`src/inc/hbd_pkg.sv`:
```
/*
  Shared constants and types for the disk board host-bus glue.
  Assumes a 100 MHz system clock and an APB master with 32-bit data.
*/
package hbd_pkg;

  // APB register byte offsets.
  localparam logic [11:0] CFG_OFS  = 12'h000;
  localparam logic [11:0] STAT_OFS = 12'h004;

  // Configuration field positions and width inside the word.
  localparam int CFG_DMA_LSB = 0;
  localparam int CFG_IRQ_LSB = 2;
  localparam int CFG_MST_BIT = 4;
  localparam int CFG_W       = 5;

  // Status field positions inside the word.
  localparam int STAT_ST_LSB  = 0;
  localparam int STAT_DRV_LSB = 3;
  localparam int STAT_FLP_BIT = 5;
  localparam int STAT_WIN_BIT = 6;

  // Host DMA channel routing codes; the fourth code routes nothing.
  localparam logic [1:0] DMA_CH5 = 2'h0;
  localparam logic [1:0] DMA_CH6 = 2'h1;
  localparam logic [1:0] DMA_CH7 = 2'h2;

  // Host interrupt routing codes.
  localparam logic [1:0] IRQ_NONE = 2'h0;
  localparam logic [1:0] IRQ_14   = 2'h1;
  localparam logic [1:0] IRQ_6    = 2'h2;

  // Host I/O window in which the controller answers, both ends included.
  localparam logic [9:0] IO_WIN_LO = 10'h100;
  localparam logic [9:0] IO_WIN_HI = 10'h110;

  typedef struct packed {
    logic       mst_en;
    logic [1:0] irq_sel;
    logic [1:0] dma_sel;
  } hbd_cfg_t;

  localparam hbd_cfg_t CFG_RST = '{mst_en: 1'b1, irq_sel: IRQ_NONE, dma_sel: DMA_CH7};

  typedef struct packed {
    logic        psel;
    logic        penable;
    logic        pwrite;
    logic [11:0] paddr;
    logic [31:0] pwdata;
  } hbd_apb_req_t;

  typedef enum logic [2:0] {
    ST_IDLE = 3'b001,
    ST_REQ  = 3'b010,
    ST_OWN  = 3'b100
  } hbd_state_t;

  // Two-to-four decode with enable; all outputs low when disabled.
  function automatic logic [3:0] hbd_dec24(input logic en, input logic [1:0] n);
    logic [3:0] d;
    d = 4'h0;
    d[n] = en;
    return d;
  endfunction

endpackage

```
`src/rtl/hbd_sep_ctl.sv`:
```
/*
  Disk-side glue: data separator clock and mode, read data select
  and drive select decode.
  Assumes oscillator and read data inputs are synchronous to clk_i.
*/
`timescale 1ns/1ps
`default_nettype none

module hbd_sep_ctl (
  input  wire logic       clk_i,
  input  wire logic       rst_i,
  input  wire logic       osc5_i,
  input  wire logic       osc8_i,
  input  wire logic [1:0] drv_num_i,
  input  wire logic       drv_en_i,
  input  wire logic [1:0] rd_hd_i,
  input  wire logic       rd_fd_i,
  output logic            sep_clk_o,
  output logic            sep_floppy_o,
  output logic            sep_rd_o,
  output logic [1:0]      hdd_sel_o,
  output logic [1:0]      fdd_sel_o
);
  import hbd_pkg::*;

  logic       osc8_q_ff;
  logic       div_ff;
  logic       clk_ff;
  logic       flp_ff;
  logic       rd_ff;
  logic [3:0] sel_ff;

  // Drives 2 and 3 are floppies, so the high drive bit picks the mode.
  wire       is_flp    = drv_num_i[1];
  wire       osc8_rise = osc8_i & ~osc8_q_ff;
  wire       rd_sel    = is_flp ? rd_fd_i : rd_hd_i[drv_num_i[0]];
  wire [3:0] sel_dec   = hbd_dec24(drv_en_i, drv_num_i);

  // The 8 MHz source is halved by toggling on each of its rising edges.
  // Switching source mid-period can give one short phase; the separator
  // must relock after a drive change anyway.
  always_ff @(posedge clk_i) begin
    if (rst_i) begin
      osc8_q_ff <= 1'b0;
      div_ff    <= 1'b0;
      clk_ff    <= 1'b0;
      flp_ff    <= 1'b0;
      rd_ff     <= 1'b0;
      sel_ff    <= 4'h0;
    end else begin
      osc8_q_ff <= osc8_i;
      div_ff    <= div_ff ^ osc8_rise;
      clk_ff    <= is_flp ? div_ff : osc5_i;
      flp_ff    <= is_flp;
      rd_ff     <= rd_sel;
      sel_ff    <= sel_dec;
    end
  end

  // Drive 0 and 1 feed the hard disk selects, drive 2 and 3 the floppy.
  assign hdd_sel_o    = sel_ff[1:0];
  assign fdd_sel_o    = sel_ff[3:2];
  assign sep_clk_o    = clk_ff;
  assign sep_floppy_o = flp_ff;
  assign sep_rd_o     = rd_ff;

  // Checks on mode, clock source, read select and drive decode.
  sep_mode_a: assert property (@(posedge clk_i) disable iff (rst_i)
    drv_num_i == 2'h2 |=> sep_floppy_o)
    else $error("separator not in floppy mode for drive 2");
  hd_clock_a: assert property (@(posedge clk_i) disable iff (rst_i)
    !drv_num_i[1] |=> sep_clk_o == $past(osc5_i))
    else $error("hard disk clock not from 5 MHz source");
  div_toggle_a: assert property (@(posedge clk_i) disable iff (rst_i)
    is_flp && osc8_i && !osc8_q_ff |=> ##1 sep_clk_o != $past(sep_clk_o) || !$past(is_flp))
    else $error("floppy clock did not follow halved source");
  rd_select_a: assert property (@(posedge clk_i) disable iff (rst_i)
    drv_num_i == 2'h1 |=> sep_rd_o == $past(rd_hd_i[1]))
    else $error("read data not from second hard disk");
  sel_onehot_a: assert property (@(posedge clk_i) disable iff (rst_i)
    $onehot0({fdd_sel_o, hdd_sel_o}))
    else $error("more than one drive selected");
  hd_map_a: assert property (@(posedge clk_i) disable iff (rst_i)
    drv_en_i && drv_num_i == 2'h1 |=> hdd_sel_o == 2'b10 && fdd_sel_o == 2'b00)
    else $error("drive 1 not on hard disk select two");
  fd_map_a: assert property (@(posedge clk_i) disable iff (rst_i)
    drv_en_i && drv_num_i == 2'h2 |=> fdd_sel_o == 2'b01 && hdd_sel_o == 2'b00)
    else $error("drive 2 not on floppy select zero");

endmodule

`default_nettype wire

```
`src/rtl/hbd_glue.sv`:
```
/*
  Host bus glue for a disk controller board: I/O slave decode, bus
  mastering with address latches, DMA handshake conversion, routing
  and the disk-side separator glue.
  Assumes all pins are synchronous to CLK_I and an APB master.
*/
// Added by the designer: the APB register port and the placing of the registers.
// Contract
// - The controller chip select is asserted only for host I/O addresses 100h to 110h.
// - The four low host address bits go to the controller as register select.
// - When mastering, the controller's data and commands reach the host bus directly; data goes through a one-clock register each way, commands do not.
// - The host address is latched from the muxed address/data bus when mastering.
// - Only 16-bit word transfers are made; no byte lane steering exists.
// - The controller's request/grant pair is translated to the host DMA handshake.
// - Request/acknowledge route to DMA channel 5, 6 or 7, the interrupt to 14, 6 or none.
// - The separator mode follows the controller's high drive select bit.
// - The separator clock is 5 MHz for hard disks and 4 MHz for floppies.
// - The separator clock is the 5 MHz source or the 8 MHz source halved.
// - One of three read data inputs is chosen for the selected drive.
// - A two-to-four decoder makes four exclusive drive selects.
// - Drives 0 and 1 map to hard disk selects one and two.
// - Drives 2 and 3 map to floppy selects zero and one.
// - The controller requests the bus first and moves data only once granted.
`timescale 1ns/1ps
`default_nettype none

module hbd_glue (
  input  wire logic                 CLK_I,
  input  wire logic                 RST_I,
  input  wire hbd_pkg::hbd_apb_req_t APB_REQ_I,
  output logic [31:0]               PRDATA_O,
  output logic                      PREADY_O,
  output logic                      PSLVERR_O,
  input  wire logic [9:0]           SA_I,
  input  wire logic                 AEN_I,
  input  wire logic                 IOR_N_I,
  input  wire logic                 IOW_N_I,
  output logic                      CS_N_O,
  output logic [3:0]                REG_ADDR_O,
  input  wire logic [15:0]          MAD_I,
  output logic [15:0]               MAD_O,
  output logic                      MAD_OE_N_O,
  input  wire logic                 CTL_ALE_I,
  input  wire logic                 CTL_UALE_I,
  input  wire logic                 CTL_RD_N_I,
  input  wire logic                 CTL_WR_N_I,
  input  wire logic                 CTL_BREQ_I,
  output logic                      CTL_BGNT_O,
  input  wire logic                 CTL_INT_I,
  output logic [2:0]                DREQ_O,
  input  wire logic [2:0]           DACK_N_I,
  output logic                      IRQ14_O,
  output logic                      IRQ6_O,
  output logic [23:0]               HA_O,
  output logic                      HA_OE_N_O,
  input  wire logic [15:0]          HD_I,
  output logic [15:0]               HD_O,
  output logic                      HD_OE_N_O,
  output logic                      MEMR_N_O,
  output logic                      MEMW_N_O,
  output logic                      SBHE_N_O,
  output logic                      CMD_OE_N_O,
  input  wire logic                 OSC5_I,
  input  wire logic                 OSC8_I,
  input  wire logic [1:0]           DRV_NUM_I,
  input  wire logic                 DRV_EN_I,
  input  wire logic [1:0]           RD_HD_I,
  input  wire logic                 RD_FD_I,
  output logic                      SEP_CLK_O,
  output logic                      SEP_FLOPPY_O,
  output logic                      SEP_RD_O,
  output logic [1:0]                HDD_SEL_O,
  output logic [1:0]                FDD_SEL_O
);
  import hbd_pkg::*;

  hbd_cfg_t    cfg_ff;
  hbd_state_t  st_ff;
  hbd_state_t  nxt_st;
  logic [31:0] prdata_ff;
  logic [23:0] addr_ff;
  logic [15:0] hd_o_ff;
  logic [15:0] mad_o_ff;
  logic        sep_floppy;

  // APB decode; the slave never inserts wait states.
  wire apb_setup = APB_REQ_I.psel & ~APB_REQ_I.penable;
  wire apb_acc   = APB_REQ_I.psel & APB_REQ_I.penable;
  wire hit_cfg   = APB_REQ_I.paddr == CFG_OFS;
  wire hit_stat  = APB_REQ_I.paddr == STAT_OFS;
  wire hit_any   = hit_cfg | hit_stat;
  wire cfg_wr    = apb_acc & APB_REQ_I.pwrite & hit_cfg;

  // Host I/O slave decode. AEN high marks a DMA cycle, which never selects.
  wire io_hit = ~AEN_I & (SA_I >= IO_WIN_LO) & (SA_I <= IO_WIN_HI);
  wire io_rd  = io_hit & ~IOR_N_I;
  wire io_wr  = io_hit & ~IOW_N_I;

  // Channel routing; the unused fourth code leaves every channel idle.
  wire [3:0] ch_dec   = hbd_dec24(1'b1, cfg_ff.dma_sel);
  wire       ch_ok    = ~ch_dec[3];
  wire       dack_hit = |(ch_dec[2:0] & ~DACK_N_I);
  wire       own      = st_ff == ST_OWN;
  wire       busy     = st_ff != ST_IDLE;

  wire [31:0] stat_word = 32'({io_hit, sep_floppy, DRV_NUM_I, st_ff});
  wire [31:0] rd_word   = hit_cfg ? 32'(cfg_ff) : (hit_stat ? stat_word : 32'h0000_0000);

  // Request/grant to DMA handshake. A request dropped before the host
  // acknowledges simply withdraws DREQ without ever granting.
  always_comb begin
    nxt_st = st_ff;
    case (st_ff)
      ST_IDLE: begin
        if (CTL_BREQ_I && cfg_ff.mst_en && ch_ok) begin
          nxt_st = ST_REQ;
        end
      end
      ST_REQ: begin
        if (!CTL_BREQ_I) begin
          nxt_st = ST_IDLE;
        end else if (dack_hit) begin
          nxt_st = ST_OWN;
        end
      end
      ST_OWN: begin
        if (!CTL_BREQ_I) begin
          nxt_st = ST_IDLE;
        end
      end
      default: begin
        nxt_st = ST_IDLE;
      end
    endcase
  end

  // State, configuration and APB read data.
  always_ff @(posedge CLK_I) begin
    if (RST_I) begin
      st_ff     <= ST_IDLE;
      cfg_ff    <= CFG_RST;
      prdata_ff <= 32'h0000_0000;
    end else begin
      st_ff <= nxt_st;
      if (cfg_wr) begin
        cfg_ff <= hbd_cfg_t'(APB_REQ_I.pwdata[CFG_W-1:0]);
      end
      if (apb_setup && !APB_REQ_I.pwrite) begin
        prdata_ff <= rd_word;
      end
    end
  end

  // Address latches: low word on one strobe, high byte on the other, so
  // the address holds while data later shares the muxed bus.
  always_ff @(posedge CLK_I) begin
    if (RST_I) begin
      addr_ff <= 24'h00_0000;
    end else begin
      if (CTL_ALE_I) begin
        addr_ff[15:0] <= MAD_I;
      end
      if (CTL_UALE_I) begin
        addr_ff[23:16] <= MAD_I[7:0];
      end
    end
  end

  // Word-wide data buffers in each direction; no byte lane swap exists.
  always_ff @(posedge CLK_I) begin
    if (RST_I) begin
      hd_o_ff  <= 16'h0000;
      mad_o_ff <= 16'h0000;
    end else begin
      hd_o_ff  <= MAD_I;
      mad_o_ff <= HD_I;
    end
  end

  // APB answers.
  assign PRDATA_O  = prdata_ff;
  assign PREADY_O  = 1'b1;
  assign PSLVERR_O = apb_acc & ~hit_any;

  // Slave side toward the controller.
  assign CS_N_O     = ~io_hit;
  assign REG_ADDR_O = SA_I[3:0];
  assign MAD_O      = mad_o_ff;
  assign MAD_OE_N_O = ~(io_wr | (own & ~CTL_RD_N_I));

  // Handshake and routing toward the host.
  assign CTL_BGNT_O = own;
  assign DREQ_O     = busy ? ch_dec[2:0] : 3'h0;
  assign IRQ14_O    = CTL_INT_I & (cfg_ff.irq_sel == IRQ_14);
  assign IRQ6_O     = CTL_INT_I & (cfg_ff.irq_sel == IRQ_6);

  // Master side: lines driven only while the bus is owned, except the data lines, which slave I/O reads also drive.
  assign HA_O       = addr_ff;
  assign HA_OE_N_O  = ~own;
  assign HD_O       = hd_o_ff;
  assign HD_OE_N_O  = ~(io_rd | (own & ~CTL_WR_N_I));
  assign MEMR_N_O   = ~(own & ~CTL_RD_N_I);
  assign MEMW_N_O   = ~(own & ~CTL_WR_N_I);
  assign SBHE_N_O   = ~own;
  assign CMD_OE_N_O = ~own;

  hbd_sep_ctl u_sep (
    .clk_i        (CLK_I),
    .rst_i        (RST_I),
    .osc5_i       (OSC5_I),
    .osc8_i       (OSC8_I),
    .drv_num_i    (DRV_NUM_I),
    .drv_en_i     (DRV_EN_I),
    .rd_hd_i      (RD_HD_I),
    .rd_fd_i      (RD_FD_I),
    .sep_clk_o    (SEP_CLK_O),
    .sep_floppy_o (sep_floppy),
    .sep_rd_o     (SEP_RD_O),
    .hdd_sel_o    (HDD_SEL_O),
    .fdd_sel_o    (FDD_SEL_O)
  );
  assign SEP_FLOPPY_O = sep_floppy;

  // Checks on decode, latching, handshake and bus release.
  cs_window_a: assert property (@(posedge CLK_I) disable iff (RST_I)
    !CS_N_O |-> !AEN_I && SA_I >= 10'h100 && SA_I <= 10'h110)
    else $error("chip select outside host I/O window");
  reg_addr_a: assert property (@(posedge CLK_I) disable iff (RST_I)
    !CS_N_O |-> REG_ADDR_O == SA_I[3:0])
    else $error("register select not from low address bits");
  data_drive_a: assert property (@(posedge CLK_I) disable iff (RST_I)
    own && !CTL_WR_N_I |-> !HD_OE_N_O ##1 HD_O == $past(MAD_I))
    else $error("controller write data not on host bus");
  addr_latch_a: assert property (@(posedge CLK_I) disable iff (RST_I)
    CTL_ALE_I |=> HA_O[15:0] == $past(MAD_I))
    else $error("host address not latched from muxed bus");
  word_only_a: assert property (@(posedge CLK_I) disable iff (RST_I)
    !CMD_OE_N_O |-> !SBHE_N_O)
    else $error("master cycle not marked as word");
  dreq_follow_a: assert property (@(posedge CLK_I) disable iff (RST_I)
    st_ff == ST_IDLE && CTL_BREQ_I && cfg_ff.mst_en && ch_ok |=> DREQ_O != 3'h0)
    else $error("bus request not passed to host DMA");
  dreq_route_a: assert property (@(posedge CLK_I) disable iff (RST_I)
    DREQ_O != 3'h0 |-> $onehot(DREQ_O) && !ch_dec[3])
    else $error("DMA request on wrong or several channels");
  irq_none_a: assert property (@(posedge CLK_I) disable iff (RST_I)
    cfg_ff.irq_sel == IRQ_NONE |-> !IRQ14_O && !IRQ6_O)
    else $error("interrupt routed while set to none");
  grant_ack_a: assert property (@(posedge CLK_I) disable iff (RST_I)
    $rose(CTL_BGNT_O) |-> $past(dack_hit) && $past(CTL_BREQ_I))
    else $error("grant without request and acknowledge");
  addr_hold_a: assert property (@(posedge CLK_I) disable iff (RST_I)
    !CTL_ALE_I && !CTL_UALE_I |=> $stable(HA_O))
    else $error("host address moved without strobe");
  bus_release_a: assert property (@(posedge CLK_I) disable iff (RST_I)
    !CTL_BREQ_I |=> HA_OE_N_O && CMD_OE_N_O && !CTL_BGNT_O)
    else $error("host bus not released after request drop");

endmodule

`default_nettype wire

```
`config.mk`:
```
export PLATFORM = sky130hd
export DESIGN_NAME = hbd_glue
export DESIGN_NICKNAME = d
export VERILOG_FILES = /design/src/inc/hbd_pkg.sv /design/src/rtl/hbd_sep_ctl.sv /design/src/rtl/hbd_glue.sv
export SDC_FILE = /design/constraint.sdc
export NUM_CORES = 1
export LEC_CHECK = 0
export BUFFER_PORTS_ARGS = -buffer_cell sky130_fd_sc_hd__buf_2
export CELL_PAD_IN_SITES_DETAIL_PLACEMENT = 1
export CELL_PAD_IN_SITES_GLOBAL_PLACEMENT = 2
export CORE_UTILIZATION = 21
export CTS_CLUSTER_SIZE = 40
export DETAILED_ROUTE_END_ITERATION = 8
export PLACE_DENSITY_LB_ADDON = 0.1
export SETUP_SLACK_MARGIN = 0.4
export SLEW_MARGIN = 5
export SYNTH_ARGS = -nofsm -noshare
export SYNTH_HDL_FRONTEND = slang
export SYNTH_SLANG_ARGS = --single-unit
```
`constraint.sdc`:
```
create_clock -name CLK_I -period 1.65 [get_ports CLK_I]
set_input_delay 0.0825 -clock CLK_I [delete_from_list [all_inputs] [get_ports CLK_I]]
set_output_delay 0.0825 -clock CLK_I [all_outputs]
set_load 0.01 [all_outputs]
```
==> qor.csv <==
metric,value,unit
ir_drop,369,uV
cts_tree,yes,
die_w,122,um
core-area,0.0140,sq mm
globalplace.congestion,0.664,
synthCells,304,
worstMarginPinSlew,550,ps
seq_area_frac_synth,0.526,
rsz0062_at_grt,true,
yosysWarnings,0,
power.density,982,mW/mm^2
timing.rr.start,st_ff[1],
num_vias,2805,
io_buffer_count,172,
required,1570,ps
worst-r2r-setup-slack,360,ps
critPathCapture,MAD_OE_N_O,
ios,226,
critical_path_class,register to primary output,
worstReg2RegEnd,st_ff[1],
cts.path.max_buffers,2,
cp-end-kind,primary output,
slew-limit-headroom,0.633,
hold_viol,0,
antenna_found_initial,0,
grt_max_degree,31,
drive_gt1_frac,0.442,
synth_top_area_cell,dfxtp_1,
fin_crit_sh,0.867,
dp_worst_setup_slack,90.2,ps
finalSetupViolCount,0,
rr_worst_depth,6,
first_pass_iters,4,
min_from,APB_REQ_I[4],
std_cell_rows,43,
clk_pin_slew,60,ps
drc,0,
cellLeakagePower,2.46,nW
syn-cell-area,0.00304,sq mm
cts_root_buf,clkbuf_16,
setup_slack,220,ps
syn_area_per_cell,10.0,sq um
grt_overflow,0,
crit_arrival,1350,ps
dieArea,0.0150,sq mm
fp.dieH,122,um
cts_max_level,3,
antenna_left,0,
synth_top_area_frac,0.526,
synth_area_leaders,"dfxtp_1, mux2i_1, buf_4",
n_antenna_cell,0,
drt_iter0_markers,44,
yosysUniqueCellTypes,39,
place_area,0.00399,sq mm
dpl.hpwl,6710,um
status,finished clean,
via_per_inst,3.96,
finalCriticalPeriod,1430,ps
start_util,0.218,
wl,9250,um
maxSlewViolCount,0,
grt_pass1_vias,2778,
cts_buffers,9,
final_area,0.00495,sq mm
syn2layout_area_growth,62.7,%
grt_pass1_wl,13900,um
critPathLaunch,st_ff[0],
drv_cap,0,
cp-start-kind,register,
final_nets,635,
timing.fmax,0.699,GHz
utilization,0.354,
clock_skew,4.59,ps
post_drt_wl_per_cell,13.0,um
clk_latency,330,ps
min_path_type,input pin to register,
setup_tns,0,ps
track_usage,0.123,
p_total,4.86,mW
worstPathMaxFanout,4,
ys_ff_latch,80,
cts.sinks,80,
-- power by group --
part           switching [mW]  internal [mW]  leakage [nW]
clock                   0.829           1.37         0.163
sequential             0.0339           2.02         0.662
combinational           0.294          0.312          1.64
total                    1.16           3.71          2.46
-- cell usage after synthesis --
master / n
nor2b_1: 36
mux2_1: 1
xnor2_1: 1
a21oi_1: 7
nand4_1: 1
or4_4: 1
o22ai_1: 1
buf_1: 2
inv_1: 3
or2_2: 2
nand3_1: 1
and3b_1: 1
mux2i_1: 34
and4b_1: 1
nor2_1: 40
nor4_1: 2
clkbuf_1: 9
conb_1: 2
nor4b_4: 1
dfxtp_1: 80
and3_1: 1
nor4b_1: 1
o41ai_2: 1
nor4bb_1: 1
buf_2: 2
nand3_2: 1
nand3b_1: 1
buf_4: 32
nand2b_1: 3
nor3b_1: 2
nor3_1: 7
nand4b_1: 1
a21oi_2: 1
or3_1: 2
o21ai_1: 5
nand2_1: 12
a21o_1: 1
o21a_1: 3
o21bai_1: 1
-- layout make-up --
class	instances	area, sq um
Tap cell	180	225
Multi-Input combinational cell	200	1340
Clock buffer	10	239
Clock inverter	6	91.3
Inverter	3	11.3
Sequential cell	80	1620
Timing Repair Buffer	230	1430
Fill cell	1669	9040
-- how the worst min path moves through the flow --
stage | endpoint | slack (ps) | depth (start not counted)
finish | cfg_ff[4] | 4 | 3
global route | cfg_ff[4] | 20 | 3
CTS | cfg_ff[4] | 0.6 | 3
detailed placement | MAD_O[11] | 300 | 2
global placement | MAD_O[2] | 290 | 2
floorplan | HD_O[0] | 210 | 1
-- metrics by stage --
stage | instances | hold slack, ps
after floorplan | 328 | 211
after global placement | 641 | 290
after detailed placement | 641 | 300
after CTS | 707 | 0.560
after global routing | 709 | 21.4
final | 709 | 3.66
-- worst max-delay path, stage by stage, from the launching register on --
cell and delay (ps):
dfxtp_4 360, nor2_4 120, nand2_4 60, or2_4 230
o21a_1 110, buf_2 140
-- kinds of logic (layout without fill, tap and decap cells) --
group,after synthesis,in the layout,share of synthesized area
other,2,26,0.00247
and+or+nand+nor,118,118,0.211
buffers and inverters,48,249,0.0995
xor gates and xnor gates,1,1,0.00288
AOI/OAI and AO/OA,20,20,0.0423
muxes,35,35,0.115
DFF,80,80,0.526
-- cell usage in the layout (no fill, tap or decap), types with 3 or more instances in the layout --
master	n
dfxtp_4	3
buf_4	15
dfxtp_1	75
conb_1	26
clkbuf_16	9
a21oi_2	3
mux2i_1	34
buf_6	8
nor2b_1	36
dlygate4sd3_1	39
o21ai_1	5
nor3_1	6
buf_2	168
nor2_1	38
a21oi_1	5
o21a_1	3
nand2_1	11
-- registers in the layout, summed over array words and instances (netlist names) --
| register | cells |
|---|---|
| u_sep.sep_floppy_o | 1 |
| PRDATA_O | 7 |
| u_sep.sel_ff | 4 |
| st_ff | 3 |
| u_sep.sep_rd_o | 1 |
| cfg_ff | 5 |
| HA_O | 24 |
| HD_O | 16 |
| u_sep.sep_clk_o | 1 |
| u_sep.div_ff | 1 |
| MAD_O | 16 |
| u_sep.osc8_q_ff | 1 |
-- what timing repair did --
action,CTS,global route
setup endpoints to repair,13,15
hold buffers,39,0
resized for setup,25,13
setup buffers,11,2
pin swaps,3,7
endpoints found under the hold margin,46,0
-- per-layer routing --
layer	vias to the layer above	track usage	share of wire
met5	-	0	0
met4	0	0.0633	0.020
met3	13	0.0400	0.085
met2	115	0.208	0.49
met1	1295	0.137	0.40
li1	1382	-	-
Power figures use the tool's default switching activity.
